===== config.mk =====
export PLATFORM = sky130hd
export DESIGN_NAME = mhb_read_path
export DESIGN_NICKNAME = d
export VERILOG_FILES = /design/src/include/mhb_pkg.sv /design/src/mhb_read_path.sv
export SDC_FILE = /design/constraint.sdc
export NUM_CORES = 1
export LEC_CHECK = 0
export ABC_CLOCK_PERIOD_IN_PS = 4800
export BUFFER_PORTS_ARGS = -buffer_cell sky130_fd_sc_hd__buf_2
export CORE_ASPECT_RATIO = 1.4
export CORE_MARGIN = 2
export CORE_UTILIZATION = 33
export CTS_BUF_LIST = sky130_fd_sc_hd__clkbuf_16
export DETAILED_ROUTE_END_ITERATION = 7
export GPL_TIMING_DRIVEN = 1
export PLACE_DENSITY_LB_ADDON = 0.2
export SLEW_MARGIN = 20
export SYNTH_ARGS = -nofsm -noshare
export SYNTH_HDL_FRONTEND = slang
export SYNTH_SLANG_ARGS = --single-unit
export TNS_END_PERCENT = 5

===== constraint.sdc =====
create_clock -name clk_sys_i -period 4.8 [get_ports clk_sys_i]
set_input_delay 0.24 -clock clk_sys_i [delete_from_list [all_inputs] [get_ports clk_sys_i]]
set_output_delay 0.24 -clock clk_sys_i [all_outputs]
set_load 0.005 [all_outputs]

===== src/include/mhb_pkg.sv =====
// package for the muxed host bus read path: constants and carriers
package mhb_pkg;

   // address widths and pin positions
   localparam int          ADDR_W       = 10;       // byte address bits
   localparam int          ENDIAN_PIN   = 10;       // one above addr bit 9
   localparam int          DIRECT_PIN   = 11;       // two above addr bit 9
   localparam int          DUAL_HI_LSB  = 8;        // dual phase high part
   localparam logic [7:0]  LANE_MASK_8  = 8'h03;
   localparam logic [1:0]  LANES_8      = 2'h3;     // last lane index, 8-bit
   localparam logic [1:0]  LANES_16     = 2'h1;     // last lane index, 16-bit

   // reset values
   localparam logic [9:0]  ADDR_RST     = 10'h000;
   localparam logic [15:0] DOUT_RST     = 16'h0000;
   localparam logic [31:0] WORD_RST     = 32'h00000000;

   // fifo depth default
   localparam int          FIFO_DEPTH   = 16;

   // host strap configuration
   typedef struct packed {
      logic latch_strobe_polarity_cfg;  // 1: latch strobes active high
      logic select_polarity_cfg;        // 1: chip select active high
      logic read_dir_polarity_cfg;      // 1: read / direction active high
      logic write_enable_polarity_cfg;  // 1: write / enable active high
      logic strobe_scheme_cfg;          // 1: enable plus direction
      logic latch_qualify_cfg;          // 1: strobes need chip select
      logic dual_phase_cfg;             // 1: dual phase latching
      logic bus16_cfg;                  // 1: 16-bit data bus
   } mhb_straps_s;

   // latched address state
   typedef struct packed {
      logic [9:0] addr;                 // byte address
      logic       big_endian;
      logic       fifo_direct;
   } mhb_addr_s;

   // internal read request
   typedef struct packed {
      logic       req;
      logic [9:0] addr;
      logic       fifo_direct;
      logic       pop;                  // change-on-read / fifo pop
   } mhb_rdreq_s;

endpackage : mhb_pkg


===== src/mhb_read_path.sv =====
// muxed host bus read path: strobes, address latch, read assembly, fifo
//
// Operation
// host reads every lane of a dword with two or four reads, any order
// only read count toward completion; repeated lanes are not detected
// separate read lane counter advances at each read trailing edge
// final lane read issues exactly one internal read
// read lane counter clears when power leaves full power state
// hardware-event bits held from read cycle start
// multi-lane live registers lock first lane, unlock last or power exit
// pops and change-on-read effects occur at read end, last lane only
// events during hold or lock are deferred until read sequence ends
// pollable registers allow single repeated lane reads; here every read counts as a lane, fetch only at the first
// latched endian bit low selects little, high selects big endian
// internal words little endian; lanes reordered by endian and addr
// status fifo normal read advances; peek read does not
// fifo direct reads come from receive fifo, only lane bits decoded
// fifo direct byte order follows latched endian; assembly unchanged
// fifo direct select stays latched until reset or new address
// each control signal polarity set by straps at reset
// strap selects separate strobes or enable plus direction
// strap selects whether latch strobes need chip select
// dual phase strobes any order, omitted parts retained
// single phase latch may be omitted; last address reused
// host keeps address cycles inside one dword until complete
// endian from pin above top address bit, direct two above
// 16-bit latched value is word address, converted to byte address
// single cycle internal read request, returned word captured
// host strobes synchronized before edge detection
`timescale 1ns/10ps

// receive data fifo: flop storage, valid/ready both sides
module mhb_fifo #(
   parameter int WIDTH = 32,
   parameter int DEPTH = mhb_pkg::FIFO_DEPTH
) (
   // clock and reset
   input  wire logic             clk_sys_i,
   input  wire logic             rst_i,
   // fill side
   input  wire logic             in_valid_i,
   output logic                  in_ready_o,
   input  wire logic [WIDTH-1:0] in_data_i,
   // drain side
   output logic                  out_valid_o,
   input  wire logic             out_ready_i,
   output logic [WIDTH-1:0]      out_data_o
);
   localparam int AW = $clog2(DEPTH);

   typedef struct packed {
      logic [AW-1:0] wr;
      logic [AW-1:0] rd;
      logic [AW:0]   cnt;
   } mhb_fifo_s;

   mhb_fifo_s               st;
   mhb_fifo_s               next_st;
   logic [WIDTH-1:0]        mem [DEPTH];
   logic                    push;
   logic                    pop;

   assign in_ready_o  = (st.cnt != (AW+1)'(DEPTH));
   assign out_valid_o = (st.cnt != '0);
   assign out_data_o  = mem[st.rd];
   assign push        = in_valid_i & in_ready_o;
   assign pop         = out_valid_o & out_ready_i;

   // pointer and count update
   always_comb begin
      next_st = st;
      if (push) begin
         next_st.wr = st.wr + AW'(1);
      end
      if (pop) begin
         next_st.rd = st.rd + AW'(1);
      end
      next_st.cnt = st.cnt + (AW+1)'(push) - (AW+1)'(pop);
   end

   // state register and storage
   always_ff @(posedge clk_sys_i) begin
      if (rst_i) begin
         st <= '0;
      end else begin
         st <= next_st;
      end
      if (push) begin
         mem[st.wr] <= in_data_i;
      end
   end
endmodule : mhb_fifo

// top: host facing read path of the muxed bus unit
module mhb_read_path
   import mhb_pkg::*;
(
   // clock and reset
   input  wire logic         clk_sys_i,
   input  wire logic         rst_i,
   // straps and power state
   input  wire mhb_straps_s  straps_i,
   input  wire logic         full_power_state_i,
   // host pins
   input  wire logic         addr_latch_low_strobe_i,
   input  wire logic         addr_latch_high_strobe_i,
   input  wire logic         chip_select_i,
   input  wire logic         read_dir_i,        // read strobe or direction
   input  wire logic         cycle_enable_in_i, // write strobe or enable
   input  wire logic [15:0]  ad_i,
   output logic [15:0]       ad_o,
   output logic [15:0]       ad_oe_o,
   // internal register fabric
   output mhb_rdreq_s        rd_req_o,
   input  wire logic [31:0]  rd_data_i,
   input  wire logic         rd_peek_i,         // address is a peek alias
   output logic              live_hold_o,
   output logic              live_lock_o,
   output logic              defer_release_o,
   output mhb_addr_s         latched_addr_o,
   // receive data fifo fill side
   input  wire logic         rx_valid_i,
   output logic              rx_ready_o,
   input  wire logic [31:0]  rx_data_i
);

   typedef struct packed {
      logic        strap_ok;
      logic        sync_ok;      // stage two holds real pin samples
      mhb_straps_s straps;
      logic [4:0]  s1;           // sync stage one: lo, hi, cs, rd, wr
      logic [4:0]  s2;
      logic [15:0] ad_q;         // pins sampled with the strobes
      logic [15:0] ad_q2;
      logic        lo_act;
      logic        hi_act;
      logic        rd_act;
      mhb_addr_s   la;
      logic [1:0]  rd_cnt;
      logic        lock;
      logic        defer;
      logic [31:0] word;
      logic [15:0] dout;
      logic [15:0] oe;
      mhb_rdreq_s  req;
      logic        rx_pop;
   } mhb_state_s;

   mhb_state_s  st;
   mhb_state_s  next_st;
   logic        rx_valid;
   logic [31:0] rx_data;

   // active level after polarity straps
   function automatic logic act(input logic pin, input logic pol);
      act = ~(pin ^ pol);
   endfunction : act

   // select a host lane from a little endian word
   function automatic logic [15:0] lane_sel(input logic [31:0] w,
                                            input logic [1:0] a,
                                            input logic be,
                                            input logic b16);
      logic [1:0] idx;
      idx = 2'h0;
      if (b16) begin
         idx = {a[1], 1'b0};
         if (be) begin
            lane_sel = {w[idx*8 +: 8], w[(idx+1)*8 +: 8]};
         end else begin
            lane_sel = w[idx*8 +: 16];
         end
      end else begin
         idx = be ? ~a : a;
         lane_sel = {8'h00, w[idx*8 +: 8]};
      end
   endfunction : lane_sel

   mhb_fifo #(
      .WIDTH(32),
      .DEPTH(FIFO_DEPTH)
   ) u_rx_fifo (
      .clk_sys_i  (clk_sys_i),
      .rst_i      (rst_i),
      .in_valid_i (rx_valid_i),
      .in_ready_o (rx_ready_o),
      .in_data_i  (rx_data_i),
      .out_valid_o(rx_valid),
      .out_ready_i(st.rx_pop),
      .out_data_o (rx_data)
   );

   // main sequencing
   always_comb begin
      logic cs_a;
      logic lo_a;
      logic hi_a;
      logic rd_a;
      logic lo_fall;
      logic hi_fall;
      logic rd_rise;
      logic rd_fall;
      logic [1:0] last;
      logic [9:0] base;
      cs_a = 1'b0;
      lo_a = 1'b0;
      hi_a = 1'b0;
      rd_a = 1'b0;
      lo_fall = 1'b0;
      hi_fall = 1'b0;
      rd_rise = 1'b0;
      rd_fall = 1'b0;
      last = 2'h0;
      base = ADDR_RST;
      next_st = st;
      next_st.req.req = 1'b0;
      next_st.req.pop = 1'b0;
      next_st.rx_pop  = 1'b0;
      // straps caught once after reset release
      if (!st.strap_ok) begin
         next_st.straps   = straps_i;
         next_st.strap_ok = 1'b1;
      end
      // two flop synchronizers; stage one feeds stage two only
      next_st.s1 = {addr_latch_low_strobe_i, addr_latch_high_strobe_i,
                    chip_select_i, read_dir_i, cycle_enable_in_i};
      next_st.s2 = st.s1;
      next_st.sync_ok = st.strap_ok;  // no edges from reset zeros
      next_st.ad_q  = ad_i;
      next_st.ad_q2 = st.ad_q;
      cs_a = act(st.s2[2], st.straps.select_polarity_cfg);
      lo_a = act(st.s2[4], st.straps.latch_strobe_polarity_cfg)
             & (cs_a | ~st.straps.latch_qualify_cfg) & st.sync_ok;
      hi_a = act(st.s2[3], st.straps.latch_strobe_polarity_cfg)
             & (cs_a | ~st.straps.latch_qualify_cfg) & st.sync_ok;
      if (st.straps.strobe_scheme_cfg) begin
         rd_a = act(st.s2[0], st.straps.write_enable_polarity_cfg)
                & act(st.s2[1], st.straps.read_dir_polarity_cfg);
      end else begin
         rd_a = cs_a & act(st.s2[1], st.straps.read_dir_polarity_cfg);
      end
      rd_a = rd_a & st.sync_ok & full_power_state_i;
      next_st.lo_act = lo_a;
      next_st.hi_act = hi_a;
      next_st.rd_act = rd_a;
      lo_fall = st.lo_act & ~lo_a;
      hi_fall = st.hi_act & ~hi_a;
      rd_rise = ~st.rd_act & rd_a;
      rd_fall = st.rd_act & ~rd_a;
      // address latch on trailing strobe edges
      if (st.straps.dual_phase_cfg) begin
         if (lo_fall) begin
            if (st.straps.bus16_cfg) begin
               next_st.la.addr[8:1] = st.ad_q2[7:0];
            end else begin
               next_st.la.addr[7:0] = st.ad_q2[7:0];
            end
         end
         if (hi_fall) begin
            if (st.straps.bus16_cfg) begin
               next_st.la.addr[9]     = st.ad_q2[0];
               next_st.la.big_endian  = st.ad_q2[1];
               next_st.la.fifo_direct = st.ad_q2[2];
            end else begin
               next_st.la.addr[9:8]   = st.ad_q2[1:0];
               next_st.la.big_endian  = st.ad_q2[2];
               next_st.la.fifo_direct = st.ad_q2[3];
            end
         end
      end else if (lo_fall) begin
         if (st.straps.bus16_cfg) begin
            next_st.la.addr        = {st.ad_q2[8:0], 1'b0};
            next_st.la.big_endian  = st.ad_q2[9];
            next_st.la.fifo_direct = st.ad_q2[10];
         end else begin
            next_st.la.addr        = st.ad_q2[9:0];
            next_st.la.big_endian  = st.ad_q2[ENDIAN_PIN];
            next_st.la.fifo_direct = st.ad_q2[DIRECT_PIN];
         end
      end
      last = st.straps.bus16_cfg ? LANES_16 : LANES_8;
      base = {st.la.addr[9:2], 2'b00};
      // read start: fetch word unless locked mid dword
      if (rd_rise) begin
         if (st.rd_cnt == 2'h0) begin
            next_st.req.req  = 1'b1;
            next_st.req.addr = st.la.fifo_direct ? ADDR_RST : base;
            next_st.req.fifo_direct = st.la.fifo_direct;
            next_st.lock = (last != 2'h0);
         end
      end
      // capture returned word one cycle after the request
      if (st.req.req) begin
         next_st.word = st.req.fifo_direct ? rx_data : rd_data_i;
      end
      // drive host lane while the read is active
      if (rd_a) begin
         next_st.dout = lane_sel(st.word, st.la.addr[1:0],
                                 st.la.big_endian,
                                 st.straps.bus16_cfg);
         next_st.oe = st.straps.bus16_cfg ? 16'hFFFF : 16'h00FF;
      end else begin
         next_st.oe = 16'h0000;
      end
      // trailing edge: count lanes, finish dword
      if (rd_fall) begin
         if (st.rd_cnt == last) begin
            next_st.rd_cnt   = 2'h0;
            next_st.lock     = 1'b0;
            next_st.defer    = 1'b1;
            next_st.req.req  = 1'b1;
            next_st.req.pop  = ~rd_peek_i;
            next_st.req.addr = st.la.fifo_direct ? ADDR_RST : base;
            next_st.req.fifo_direct = st.la.fifo_direct;
            next_st.rx_pop   = st.la.fifo_direct & rx_valid;
         end else begin
            next_st.rd_cnt = st.rd_cnt + 2'h1;
         end
      end else begin
         next_st.defer = 1'b0;
      end
      // leaving full power clears counter and lock
      if (!full_power_state_i) begin
         next_st.rd_cnt = 2'h0;
         next_st.lock   = 1'b0;
      end
   end

   // state register
   always_ff @(posedge clk_sys_i) begin
      if (rst_i) begin
         st <= '0;
      end else begin
         st <= next_st;
      end
   end

   // outputs straight from state flops
   assign ad_o            = st.dout;
   assign ad_oe_o         = st.oe;
   assign rd_req_o        = st.req;
   assign live_hold_o     = st.rd_act;
   assign live_lock_o     = st.lock;
   assign defer_release_o = st.defer;
   assign latched_addr_o  = st.la;
endmodule : mhb_read_path


* Yosys cells after proc, flatten, opt, wreduce, memory -nomap -nowiden
Memory sizes are Yosys's and may differ from the RTL's. A register that Yosys moved wholly into a read port is not among the register bits.
Index checks and enable logic that the tools add are counted.
** Word-level totals
- Flip-flop bits (word level) :: 158
- RAM bits :: 512
- Output and inout bits :: 61
- Logic and storage cells :: 138
- Memories kept :: 1
** Cells by class
- $add $sub $neg :: 6
- Equality and inequality tests :: 4
- Shift operators :: 4
- Multiplexer cells :: 40
- Bitwise operators :: 36
- Reductions and logical operators :: 10
** Memories
- u_rx_fifo.mem :: words 16, width 32, read ports 1, clocked after memory_dff 1, wr ports 1, line mhb_read_path.sv:59 : logic [WIDTH-1:0] mem [DEPTH];
** Operator list (count)
- $mux W149 :: 1
- $mux W16 :: 5
- $mux W32 :: 2
- $shiftx A32 B6 Y8 :: 2
- $mux W12 :: 5
- $shiftx A32 B6 Y16 :: 1
- $shiftx A32 B7 Y8 :: 1
- $mux W14 :: 2
- $and A1 B1 Y1 :: 15
- $mux W2 :: 7
- $not A1 Y1 :: 14
- $mux W1 :: 10
- $mux W10 :: 1
- $mux W9 :: 1
- $add A4 B1 Y4 const B :: 2
- $mux W4 :: 2
- $mux W8 :: 1
- $mux W7 :: 1
- $mux W3 :: 2
- $reduce_or A2 Y1 :: 3
- $add A5 B1 Y5 :: 1
- $ne A5 B5 Y1 const B :: 1
- $reduce_bool A5 Y1 :: 1
- $sub A5 B1 Y5 :: 1
- other kinds (12) :: 18

* Depth between registers and ports, before layout
Gate-level depths: netlist of run 1.
- Word-level depth :: 12
- Gate-level depth with buffers :: 15
- Mapped depth without buffers :: 14

* By module
Synthesis of run 1 repeated with hierarchy kept, for this count alone.
** Second synthesis, totals
- Cell total of the unflattened synthesis :: 1520
- Area total of the unflattened synthesis :: 26172.6 sq um
** By module, submodules not included
- mhb_fifo :: instances 1, cells each 893, area each 19991.7 sq um
- mhb_read_path :: instances 1, cells each 627, area each 6180.9 sq um

* Least setup slack after synthesis of run 1
OpenSTA, ideal clock, no wires.
- Path type :: reg-to-reg
- Start point :: register u_rx_fifo.st[2] (netlist bit)
- End point :: memory u_rx_fifo.mem[3][0] (enable)
- Data arrival time :: 3460 ps
- Data required time :: 4339 ps
- Setup slack :: 879 ps
- Cell stages (with the launch flop) :: 8
- Buffers on the path :: 1
- Cells stage by stage :: dfxtp_1 -> inv_1 -> ha_1 -> nand4bb_1 -> and2_1 -> clkbuf_1 -> nand2_1 -> nor3_1
** Between the ends
- Cells in the longest elaborated chain, start to end :: 4
** RTL lines
- start, declared :: line mhb_read_path.sv:57 : mhb_fifo_s st;
- start signal, assigned :: line mhb_read_path.sv:86 : st <= next_st;
- $ne A5 B5 Y1 :: line mhb_read_path.sv:63 : assign in_ready_o = (st.cnt != (AW+1)'(DEPTH));
- via rx_ready_o :: line mhb_read_path.sv:123 : output logic rx_ready_o,
- $and A1 B1 Y1 :: line mhb_read_path.sv:66 : assign push = in_valid_i & in_ready_o;
- via u_rx_fifo.push :: line mhb_read_path.sv:60 : logic push;
- $mux W1 :: line mhb_read_path.sv:88 : if (push) begin
- $mux W1 (not written as such) :: line mhb_read_path.sv:89 : mem[st.wr] <= in_data_i;
- end, declared :: line mhb_read_path.sv:59
The timed path passes the listed nets, and every way through them passes these cells.

* Worst setup path in the final report of run 1
- Start point :: register u_rx_fifo.st[2] (netlist bit)
- End point :: register u_rx_fifo.st[4] (netlist bit)
** Between the ends
- Cells in the longest elaborated chain, start to end :: 4
- Elaborated cells on any way between the ends :: 6
- Classes of those cells :: 2 x add/sub; 1 x eq/ne; 2 x bitwise; 1 x reduce/logical
** RTL lines
- $ne A5 B5 Y1 :: line mhb_read_path.sv:63
- $and A1 B1 Y1 :: line mhb_read_path.sv:66
- $add A5 B1 Y5 :: line mhb_read_path.sv:78 : next_st.cnt = st.cnt + (AW+1)'(push) - (AW+1)'(pop);
- $sub A5 B1 Y5 (*) :: line mhb_read_path.sv:78
Every way passes the cells marked *; elsewhere a longest branch is shown, timed or not.
A chain may end at the register's enable or synchronous reset.

==> reports/metrics.csv, run 1 <==
metric,value,unit
vias_per_cell,5.055,
synthToLayoutAreaGrowth,17.13,%
rows,123,
final_nets,1861,
numCtsBuffers,67,
cts_root_buffer,clkbuf_16,
max-vdd-ir-drop,0.2486,mV
clk_latency,0.63,ns
dp_cells,2654,
ys_seq_area_share,68.77,%
avgSynthCellArea,16.96,sq um
grt_antenna_before_repair,1,
end_kind,flop,
p_seq_share,53.5,%
net-switching-power,0.002694,W
design.core.area,80030,sq um
wl_per_cell,24.06,microns
grt_pass1_wl,100.8,mm
leakage,10.15,nW
p_int,0.009231,W
firstDrtPassIters,7,
arrival,3.42,ns
start_util,33.17,%
max_slew_margin,25.55,%
rsz0062_at_grt,false,
hp-start,rx_data_i[26],
ant_nets,0,
drive_above_1_share,28.99,%
tightest_slew,1.117,ns
run_status,"complete, no violations",
grt_use_total,16.63,%
grt_overflow,0,
io_pins,159,
tns,0,ns
hold_class,input port to flop,
slew_violations,0,
cts.reportedPaths.clkPinSlew,0.06,ns
hold_viol_final,0,
startpoint_type,flop,
syn_nets,1676,
period_share,60.28,%
p_per_area,383.5,nW/um^2
whs_endpoint,u_rx_fifo.mem[15][26]$_DFFE_PP_,
gp_congestion,0.7540,
die_h,339.6,microns
r2r_end,u_rx_fifo.st[4]$_SDFF_PP0_,
cts_resized,0,
grt_max_degree,82,
h-tree-depth,3,
rrSetupSlack,1.91,ns
maxCapViolCount,0,
clockPowerShare,40.9,%
synthFlopType,edfxtp_1,
instances_no_fill,2866,
drt_iter0_markers,997,
cp_max_fo,5,
n_antenna_cell,0,
grt_pass1_vias,15010,
critical_path_class,flop to flop,
synth-edff-count,512,
synth_cell_types,49,
dieArea,82770,sq um
clockBufferDepth,3,
min_period,2.893,ns
finalSetupViolations,0,
yosys_warnings,0,
async_flop_share,0,%
die_w,243.7,microns
ys_ff_latch,656,
cts_tree,done,
min_path_cells,1,
cp_data_required_time,5.32,ns
fin_worst_skew,0.03134,ns
fmax,345.6,MHz
dp_hpwl,40.52,mm
synthCells,1565,
rr_worst_depth,14,
netlist_area,26550,sq um
finalWirelength,68.95,mm
r2r_start,u_rx_fifo.st[2]$_SDFF_PP0_,
cts_sinks,656,
combPwrFrac,5.6,%
io_buffers,154,
dr_total_vias,14490,
route.detailed.drc,0,
swShare,22.59,%
## through the flow
stage / worst slack [ns] / hold WS [ns] / util (%) / total power, W / cell area [sq um]
6_report: 1.907 / 0.03642 / 38.86 / 0.01193 / 31090
3_5_place_dp: 1.877 / 0.4172 / 35.21 / 0.007126 / 28180
2_1_floorplan: 0.8788 / 0.3185 / - / 0.006848 / 26550
5_1_grt: 1.703 / 0.02457 / 38.86 / 0.01236 / 31090
3_3_place_gp: 1.842 / 0.4189 / 35.21 / 0.007110 / 28180
4_1_cts: 1.851 / 0.0004747 / 38.85 / 0.01208 / 31090
## kinds of logic after synthesis
kind of cell,synth area share (%)
multiplexers,16.17
XOR/XNOR,0.5609
AND/OR/NAND/NOR,5.434
adder cells (fa/ha/maj),0.6410
AO/OA/AOI/OAI,4.614
flip-flops,68.77
buffers and inverters,3.813
## metal layers
metal  routed length, microns  share of wire (%)  GRT usage [%]  vias to the layer above
li1                         -                  -              -                     6493
met1                    28370                 41          20.55                     7578
met5                       13              0.019              0                        -
met3                     2876                4.2          2.467                       79
met4                     1380                2.0          5.107                        2
met2                    36310                 53          29.85                      336
## critical path: stages, from the launching register on
cell and delay (ns):
dfxtp_1 0.31, inv_1 0.07, ha_1 0.17, or4b_1 0.48, and2_1 0.26, ha_1 0.30, inv_1 0.04, ha_1 0.18
inv_1 0.08, fa_1 0.21, inv_1 0.05, a21oi_1 0.12, nor2_1 0.06, or3_1 0.34, a21oi_1 0.14
## how the worst max path moves through the flow
stage,end,from
finish,u_rx_fifo.st[4]$_SDFF_PP0_,u_rx_fifo.st[2]$_SDFF_PP0_
global route,u_rx_fifo.st[4]$_SDFF_PP0_,u_rx_fifo.st[2]$_SDFF_PP0_
CTS,u_rx_fifo.st[4]$_SDFF_PP0_,u_rx_fifo.st[2]$_SDFF_PP0_
detailed placement,u_rx_fifo.st[4]$_SDFF_PP0_,u_rx_fifo.st[2]$_SDFF_PP0_
global placement,u_rx_fifo.st[4]$_SDFF_PP0_,u_rx_fifo.st[3]$_SDFF_PP0_
floorplan,u_rx_fifo.mem[3][0]$_DFFE_PP_,u_rx_fifo.st[2]$_SDFF_PP0_
## repair_timing
action                                 in CTS  in global routing
setup endpoints to repair                   0                  0
endpoints found under the hold margin     523                  0
hold buffers                               89                  0
setup buffers                               0                  0
## placed cells by master, fill, tap and decap left out, drive strengths merged, types with 2 or more instances in the layout
cell and n:
a211oi 15, a21oi 15, a221oi 32, a31oi 2
and2 3, and3 3, and4b 2, buf 187
clkbuf 68, clkinv 30, clkinvlp 5, dfxtp 144
dlygate4sd3 89, edfxtp 512, ha 12, inv 42
mux2 66, mux2i 62, mux4 130, nand2 56
nand2b 37, nand3 12, nand4 3, nor2 73
nor2b 38, nor3 39, nor4 2, o2111ai 32
o211ai 2, o21ai 12, o22ai 33, o41ai 9
or4b 9, xnor2 8, xor2 9
## power by group through the flow
stage	Combinational, W	Clock, W	Sequential (W)
final	0.000667	0.00488	0.00638
after global routing	0.000736	0.00523	0.00639
after CTS	0.000685	0.00502	0.00638
after floorplan	0.000379	0	0.00647
after global placement	0.000615	0	0.00650
after detailed placement	0.000623	0	0.00650
## state kept, by name, indices dropped and copies added, names as in the netlist, named ones only
name	flops
rd_req_o	13
st	63
ad_o	16
latched_addr_o	12
live_hold_o	1
ad_oe_o	2
defer_release_o	1
u_rx_fifo.mem	512
next_st	18
live_lock_o	1
u_rx_fifo.st	13
## cells in the mapped netlist (37+ instances only)
library cell | count | area (sq um)
mux4_2 | 130 | 2928
nor3_1 | 38 | 190.2
clkbuf_1 | 63 | 236.5
nand2b_1 | 37 | 231.5
buf_4 | 61 | 457.9
edfxtp_1 | 512 | 15370
nand2_1 | 56 | 210.2
nor2b_1 | 38 | 237.7
mux2i_1 | 62 | 620.6
dfxtp_1 | 144 | 2883
mux2_2 | 66 | 743.2
nor2_1 | 72 | 270.3
## cell type report
type / instances / area, sq um
timing repair buffer: 276 / 1974
tap: 1062 / 1329
clock buffer: 68 / 1702
fill: 7399 / 48930
sequential: 656 / 18270
multi-input combinational: 726 / 7405
inverter: 23 / 86.33
clock inverter: 55 / 325.3
(Power assumes the default switching activity.)
==> inputs of run 2 (changes only) <==
--- a/config.mk
+++ b/config.mk
@@ -5,7 +5,7 @@
 export SDC_FILE = /design/constraint.sdc
 export NUM_CORES = 1
 export LEC_CHECK = 0
-export ABC_CLOCK_PERIOD_IN_PS = 4800
+export ABC_CLOCK_PERIOD_IN_PS = 2900
 export BUFFER_PORTS_ARGS = -buffer_cell sky130_fd_sc_hd__buf_2
 export CORE_ASPECT_RATIO = 1.4
 export CORE_MARGIN = 2
==> constraint.sdc (replaced) <==
create_clock -name clk_sys_i -period 2.9 [get_ports clk_sys_i]
set_input_delay 0.145 -clock clk_sys_i [delete_from_list [all_inputs] [get_ports clk_sys_i]]
set_output_delay 0.145 -clock clk_sys_i [all_outputs]
set_load 0.005 [all_outputs]
==> reports/metrics.csv, run 2 (synthesized netlist as in run 1, its figures left out) <==
metric,value,unit,change
dp_hpwl,44.28,mm,+9.3%
cts.reportedPaths.clkPinSlew,0.06,ns,about the same
dp_cells,2697,,+1.6%
critPathSlowestCell,or4b_4,,
slew_violations,0,,unchanged
vias_per_cell,5.056,,about the same
fmax,356.7,MHz,+3.2%
die_h,339.6,microns,unchanged
grt_antenna_before_repair,1,,unchanged
hold_viol_final,0,,unchanged
grt_pass1_vias,15460,,+3.0%
die_w,243.7,microns,unchanged
cp_max_fo,2,,-3
run_status,"complete, no violations",,
clockBufferDepth,3,,unchanged
design.core.area,80030,sq um,unchanged
placed_area,28760,sq um,+2.1%
multi_input_area,7447,sq um,+0.57%
numCtsBuffers,68,,+1.5%
final_cell_mix,"512 x edfxtp_1, 153 x buf_2, 136 x dfxtp_1",,
dr_total_vias,14730,,+1.7%
synthToLayoutAreaGrowth,20.00,%,
worstPathCellList,inv_1 > ha_2 > or4b_4 > and2_4 > ha_1 > inv_1 > ha_1 > inv_1 > fa_2 > inv_1 > a21oi_1 > nor2_1 > or3_4 > a21oi_2,,
largest_reg_flops,512,,unchanged
wl_per_cell,24.26,microns,+0.86%
finalWirelength,70.68,mm,+2.5%
h-tree-depth,3,,unchanged
min_period,2.804,ns,-0.08961 ns
route.detailed.drc,0,,unchanged
grt_pass1_wl,103.3,mm,+2.5%
io_buffers,154,,unchanged
seqCellArea,18270,sq um,about the same
finalSetupViolations,0,,unchanged
drive_above_1_share,31.06,%,+2.1 points
cp_common_cell,inv_1,,
final_common_cell,edfxtp_1,,
critical_path_class,flop to flop,,
largest-register,u_rx_fifo.mem,,
fin_worst_skew,0.03124,ns,-0.0001006 ns
fin_total_pwr,0.02027,W,+70%
period_share,96.68,%,+36 points
start_util,33.17,%,unchanged
clk_latency,0.63,ns,about the same
cts_sinks,656,,unchanged
hold_class,input port to flop,,
max-vdd-ir-drop,0.4066,mV,+64%
pre_cts_ws,0.1078,ns,-1.770 ns
cp_data_required_time,3.43,ns,-1.89 ns
cts_root_buffer,clkbuf_16,,
fillers,7278,,-1.6%
cp_slowest_stage_delay,0.46,ns,-0.02 ns
postLayoutCellArea,31860,sq um,+2.5%
gp_congestion,0.7583,,+0.57%
arrival,3.34,ns,-0.08 ns
cts_tree,done,,
end_kind,flop,,
n_antenna_cell,0,,unchanged
ant_nets,0,,unchanged
fin_ws,0.09638,ns,-1.810 ns
tightest_slew,0.9191,ns,-0.1977 ns
leakage,10.46,nW,+3.2%
maxCapViolCount,0,,unchanged
drt_iter0_markers,908,,-8.9%
grt_max_degree,61,,-26%
io_pins,159,,unchanged
max_slew_margin,38.53,%,+13 points
firstDrtPassIters,6,,-1
holdWs,0.06316,ns,+0.02674 ns
dieArea,82770,sq um,unchanged
p_per_area,636.3,nW/um^2,+66%
grt_overflow,0,,unchanged
final_nets,1908,,+2.5%
instances_no_fill,2913,,+1.6%
startpoint_type,flop,,
rows,123,,unchanged
grt_use_total,17.06,%,+0.43 points
[run 2: cell types whose count changed in the layout (fill, tap and decap cells not counted), moves of 2 or more]
cell,change
inv_16,+2
clkinv_8,-2
nor3_4,+4
bufinv_16,+3
buf_4,+25
inv_1,-4
nor3_2,-4
clkinv_2,-3
buf_12,+19
clkinvlp_2,+2
dlygate4sd3_1,+2
[run 2: final cells by class]
cell class / count / area share (%)
clock buffers: 69 / 5.420
well taps: 1062 / 4.171
flip-flops and latches: 656 / 57.36
repair buffers: 322 / 8.043
inverters: 23 / 0.2710
clock inverters: 55 / 1.363
multi-input cells: 726 / 23.38
[run 2: path summary, 6_finish.rpt]
check,end,depth (start not counted),startpoint,slack [ns]
min,next_st[97]$_SDFF_PP0_,2,rst_i,0.06
min reg2reg,st[100]$_SDFF_PP0_,1,next_st[100]$_SDFF_PP0_,0.43
max reg2reg,u_rx_fifo.st[4]$_SDFF_PP0_,14,u_rx_fifo.st[2]$_SDFF_PP0_,0.1
max,u_rx_fifo.st[4]$_SDFF_PP0_,14,u_rx_fifo.st[2]$_SDFF_PP0_,0.1
[run 2: timing repair]
action | in CTS | in global routing
hold endpoints to repair | 573 | 0
setup endpoints to repair | 0 | 1
gates resized for setup | 0 | 7
setup buffers | 0 | 1
hold buffers | 91 | 0
[run 2: power by group]
part	switching [W]	internal [W]	total (W)	leakage, nW
sequential	0.000136	0.0104	0.0106	5.80
combinational	0.000677	0.000529	0.00121	3.58
clock	0.00377	0.00474	0.00851	1.08
total	0.00458	0.0157	0.0203	10.5
[run 2: stage by stage]
stage                       TNS, ns  util [%]
after global placement            0     35.94
after floorplan              -52.55         -
final                             0     39.81
after CTS                         0     39.77
after detailed placement          0     35.94
after global routing      -0.004331     39.81
[run 2: worst max-delay path: cells and delay by family (launching register included)]
kind                       cells  cell delay (ns)
buffers and inverters          4             0.24
DFF                            1             0.32
and+or+nand+nor                4             1.08
AOI/OAI and AO/OA              2             0.26
adders and majority gates      4             0.84
[run 2: layer usage]
layer	global-route usage [%]	up-vias	part of all wire, %
li1	-	6583	-
met2	29.76	404	51
met4	6.936	2	3.4
met1	20.84	7624	41
met3	3.004	116	4.6
met5	0	-	0.018
==> inputs of run 3 (changes only) <==
--- a/config.mk
+++ b/config.mk
@@ -10,7 +10,7 @@
 export CORE_ASPECT_RATIO = 1.4
 export CORE_MARGIN = 2
 export CORE_UTILIZATION = 33
-export CTS_BUF_LIST = sky130_fd_sc_hd__clkbuf_16
+export CTS_BUF_LIST = sky130_fd_sc_hd__clkbuf_4 sky130_fd_sc_hd__clkbuf_8
 export DETAILED_ROUTE_END_ITERATION = 7
 export GPL_TIMING_DRIVEN = 1
 export PLACE_DENSITY_LB_ADDON = 0.2
==> reports/metrics.csv, run 3 (synthesized netlist as in run 1, its figures left out) <==
metric,value,unit,change
cts_sinks,656,,unchanged
period_share,95.74,%,-0.94 points
dp_cells,2697,,unchanged
placed_area,28760,sq um,unchanged
max_slew_margin,38.79,%,+0.26 points
cp_data_required_time,3.54,ns,+0.11 ns
holdWs,0.07429,ns,+0.01113 ns
largest_reg_flops,512,,unchanged
fin_worst_skew,0.02725,ns,-0.003995 ns
startpoint_type,flop,,
gp_congestion,0.7583,,unchanged
synthToLayoutAreaGrowth,20.35,%,
multi_input_area,7445,sq um,about the same
cts_tree,done,,
dieArea,82770,sq um,unchanged
finalSetupViolations,0,,unchanged
seqCellArea,18270,sq um,unchanged
wl_per_cell,23.72,microns,-2.2%
min_period,2.776,ns,-0.02712 ns
hold_class,input port to flop,,
hold_viol_final,0,,unchanged
critical_path_class,flop to flop,,
design.core.area,80030,sq um,unchanged
critPathTopFamily,simple AND/OR/NAND/NOR gates,,
grt_pass1_wl,104.0,mm,+0.61%
cts_root_buffer,clkbuf_8,,
grt_pass1_vias,15840,,+2.5%
cp_common_cell,inv_1,,
h-tree-depth,3,,unchanged
arrival,3.42,ns,+0.08 ns
final_common_cell,edfxtp_1,,
die_w,243.7,microns,unchanged
p_per_area,619.1,nW/um^2,-2.7%
cts.reportedPaths.clkPinSlew,0.06,ns,about the same
fillers,7312,,+0.47%
grt_use_total,17.15,%,+0.083 points
io_buffers,154,,unchanged
firstDrtPassIters,5,,-1
final_cell_mix,"512 x edfxtp_1, 153 x buf_2, 136 x dfxtp_1",,
drt_iter0_markers,905,,-0.33%
rows,123,,unchanged
postLayoutCellArea,31950,sq um,+0.29%
grt_antenna_before_repair,2,,+1
tightest_slew,0.9152,ns,-0.003901 ns
run_status,"complete, no violations",,
dr_total_vias,15080,,+2.4%
die_h,339.6,microns,unchanged
critPathSlowestCell,or4b_4,,
clk_latency,0.73,ns,+0.10 ns
cp_max_fo,2,,unchanged
max-vdd-ir-drop,0.3162,mV,-22%
clockBufferDepth,3,,unchanged
finalWirelength,70.98,mm,+0.42%
cp_slowest_stage_delay,0.46,ns,about the same
final_nets,1956,,+2.5%
ant_nets,0,,unchanged
route.detailed.drc,0,,unchanged
worstPathCellList,inv_1 > ha_1 > or4b_4 > and2_4 > ha_1 > inv_1 > ha_1 > inv_1 > fa_2 > inv_1 > a21oi_1 > nor2_1 > or3_4 > a21oi_2,,
slew_violations,0,,unchanged
dp_hpwl,44.28,mm,unchanged
end_kind,flop,,
grt_overflow,0,,unchanged
numCtsBuffers,103,,+51%
grt_max_degree,61,,unchanged
start_util,33.17,%,unchanged
leakage,10.59,nW,+1.2%
cp.buffers_inverters,4,,unchanged
io_pins,159,,unchanged
fmax,360.2,MHz,+0.98%
vias_per_cell,5.039,,-0.35%
largest-register,u_rx_fifo.mem,,
drive_above_1_share,33.80,%,+2.7 points
instances_no_fill,2992,,+2.7%
maxCapViolCount,0,,unchanged
==> run 3: cell types whose count changed in the layout (fill, tap and decap cells not counted), moves of 4 or more <==
cell           previous run  this run
clkinv_2                  8        15
clkbuf_4                  0        36
clkinvlp_4                5         1
dlygate4sd3_1            91       104
clkbuf_8                  0       114
inv_1                    34        23
clkbuf_16                69         0
==> run 3: final cells by class <==
type | instances | area share, %
tap | 1062 | 4.159
inverter | 23 | 0.2702
sequential | 656 | 57.19
multi-input combinational | 726 | 23.30
clock buffer | 150 | 5.757
clock inverter | 39 | 0.8851
timing repair buffer | 335 | 8.428
antenna | 1 | 0.007832
==> run 3: layer usage <==
metal | global-route usage [%] | vias up | share of wire (%)
met5 | 0 | - | 0.018
met4 | 6.974 | 2 | 3.3
met3 | 3.107 | 120 | 4.8
met2 | 30.24 | 444 | 51
met1 | 20.59 | 7823 | 41
li1 | - | 6687 | -
==> run 3: through the flow <==
stage | TNS, ns | worst slack, ns | total power, W | util [%]
after floorplan | -52.55 | -0.1662 | 0.01133 | -
after global placement | 0 | 0.1096 | 0.01180 | 35.94
after detailed placement | 0 | 0.1078 | 0.01184 | 35.94
after CTS | 0 | 0.07720 | 0.02001 | 39.89
after global routing | -0.01152 | -0.01152 | 0.02054 | 39.92
final | 0 | 0.1235 | 0.01978 | 39.92
==> run 3: power breakdown <==
group          leakage, nW  switching [W]  internal, W  total, W
sequential            5.80       0.000134       0.0104    0.0106
combinational         3.65       0.000680     0.000538   0.00122
clock                 1.14        0.00365      0.00436   0.00801
==> run 3: final timing paths <==
path / startpoint / end / slack, ns / cells past startpoint
max: u_rx_fifo.st[2]$_SDFF_PP0_ / u_rx_fifo.st[4]$_SDFF_PP0_ / 0.12 / 14
min: rx_valid_i / u_rx_fifo.st[9]$_SDFFE_PP0N_ / 0.07 / 4
max reg2reg: u_rx_fifo.st[2]$_SDFF_PP0_ / u_rx_fifo.st[4]$_SDFF_PP0_ / 0.12 / 14
min reg2reg: next_st[100]$_SDFF_PP0_ / st[100]$_SDFF_PP0_ / 0.44 / 1
==> run 3: worst min-delay path, cell delays in order <==
cell	delay [ns]
buf_2	0.09
and2_1	0.28
xnor2_1	0.20
nor2_1	0.04
==> run 3: timing repair <==
item                                    in CTS  in global routing
buffers inserted                             0                  1
hold buffers                               104                  0
resized for setup                            0                  5
endpoints found under the setup margin       0                  1
endpoints found under the hold margin      593                  0
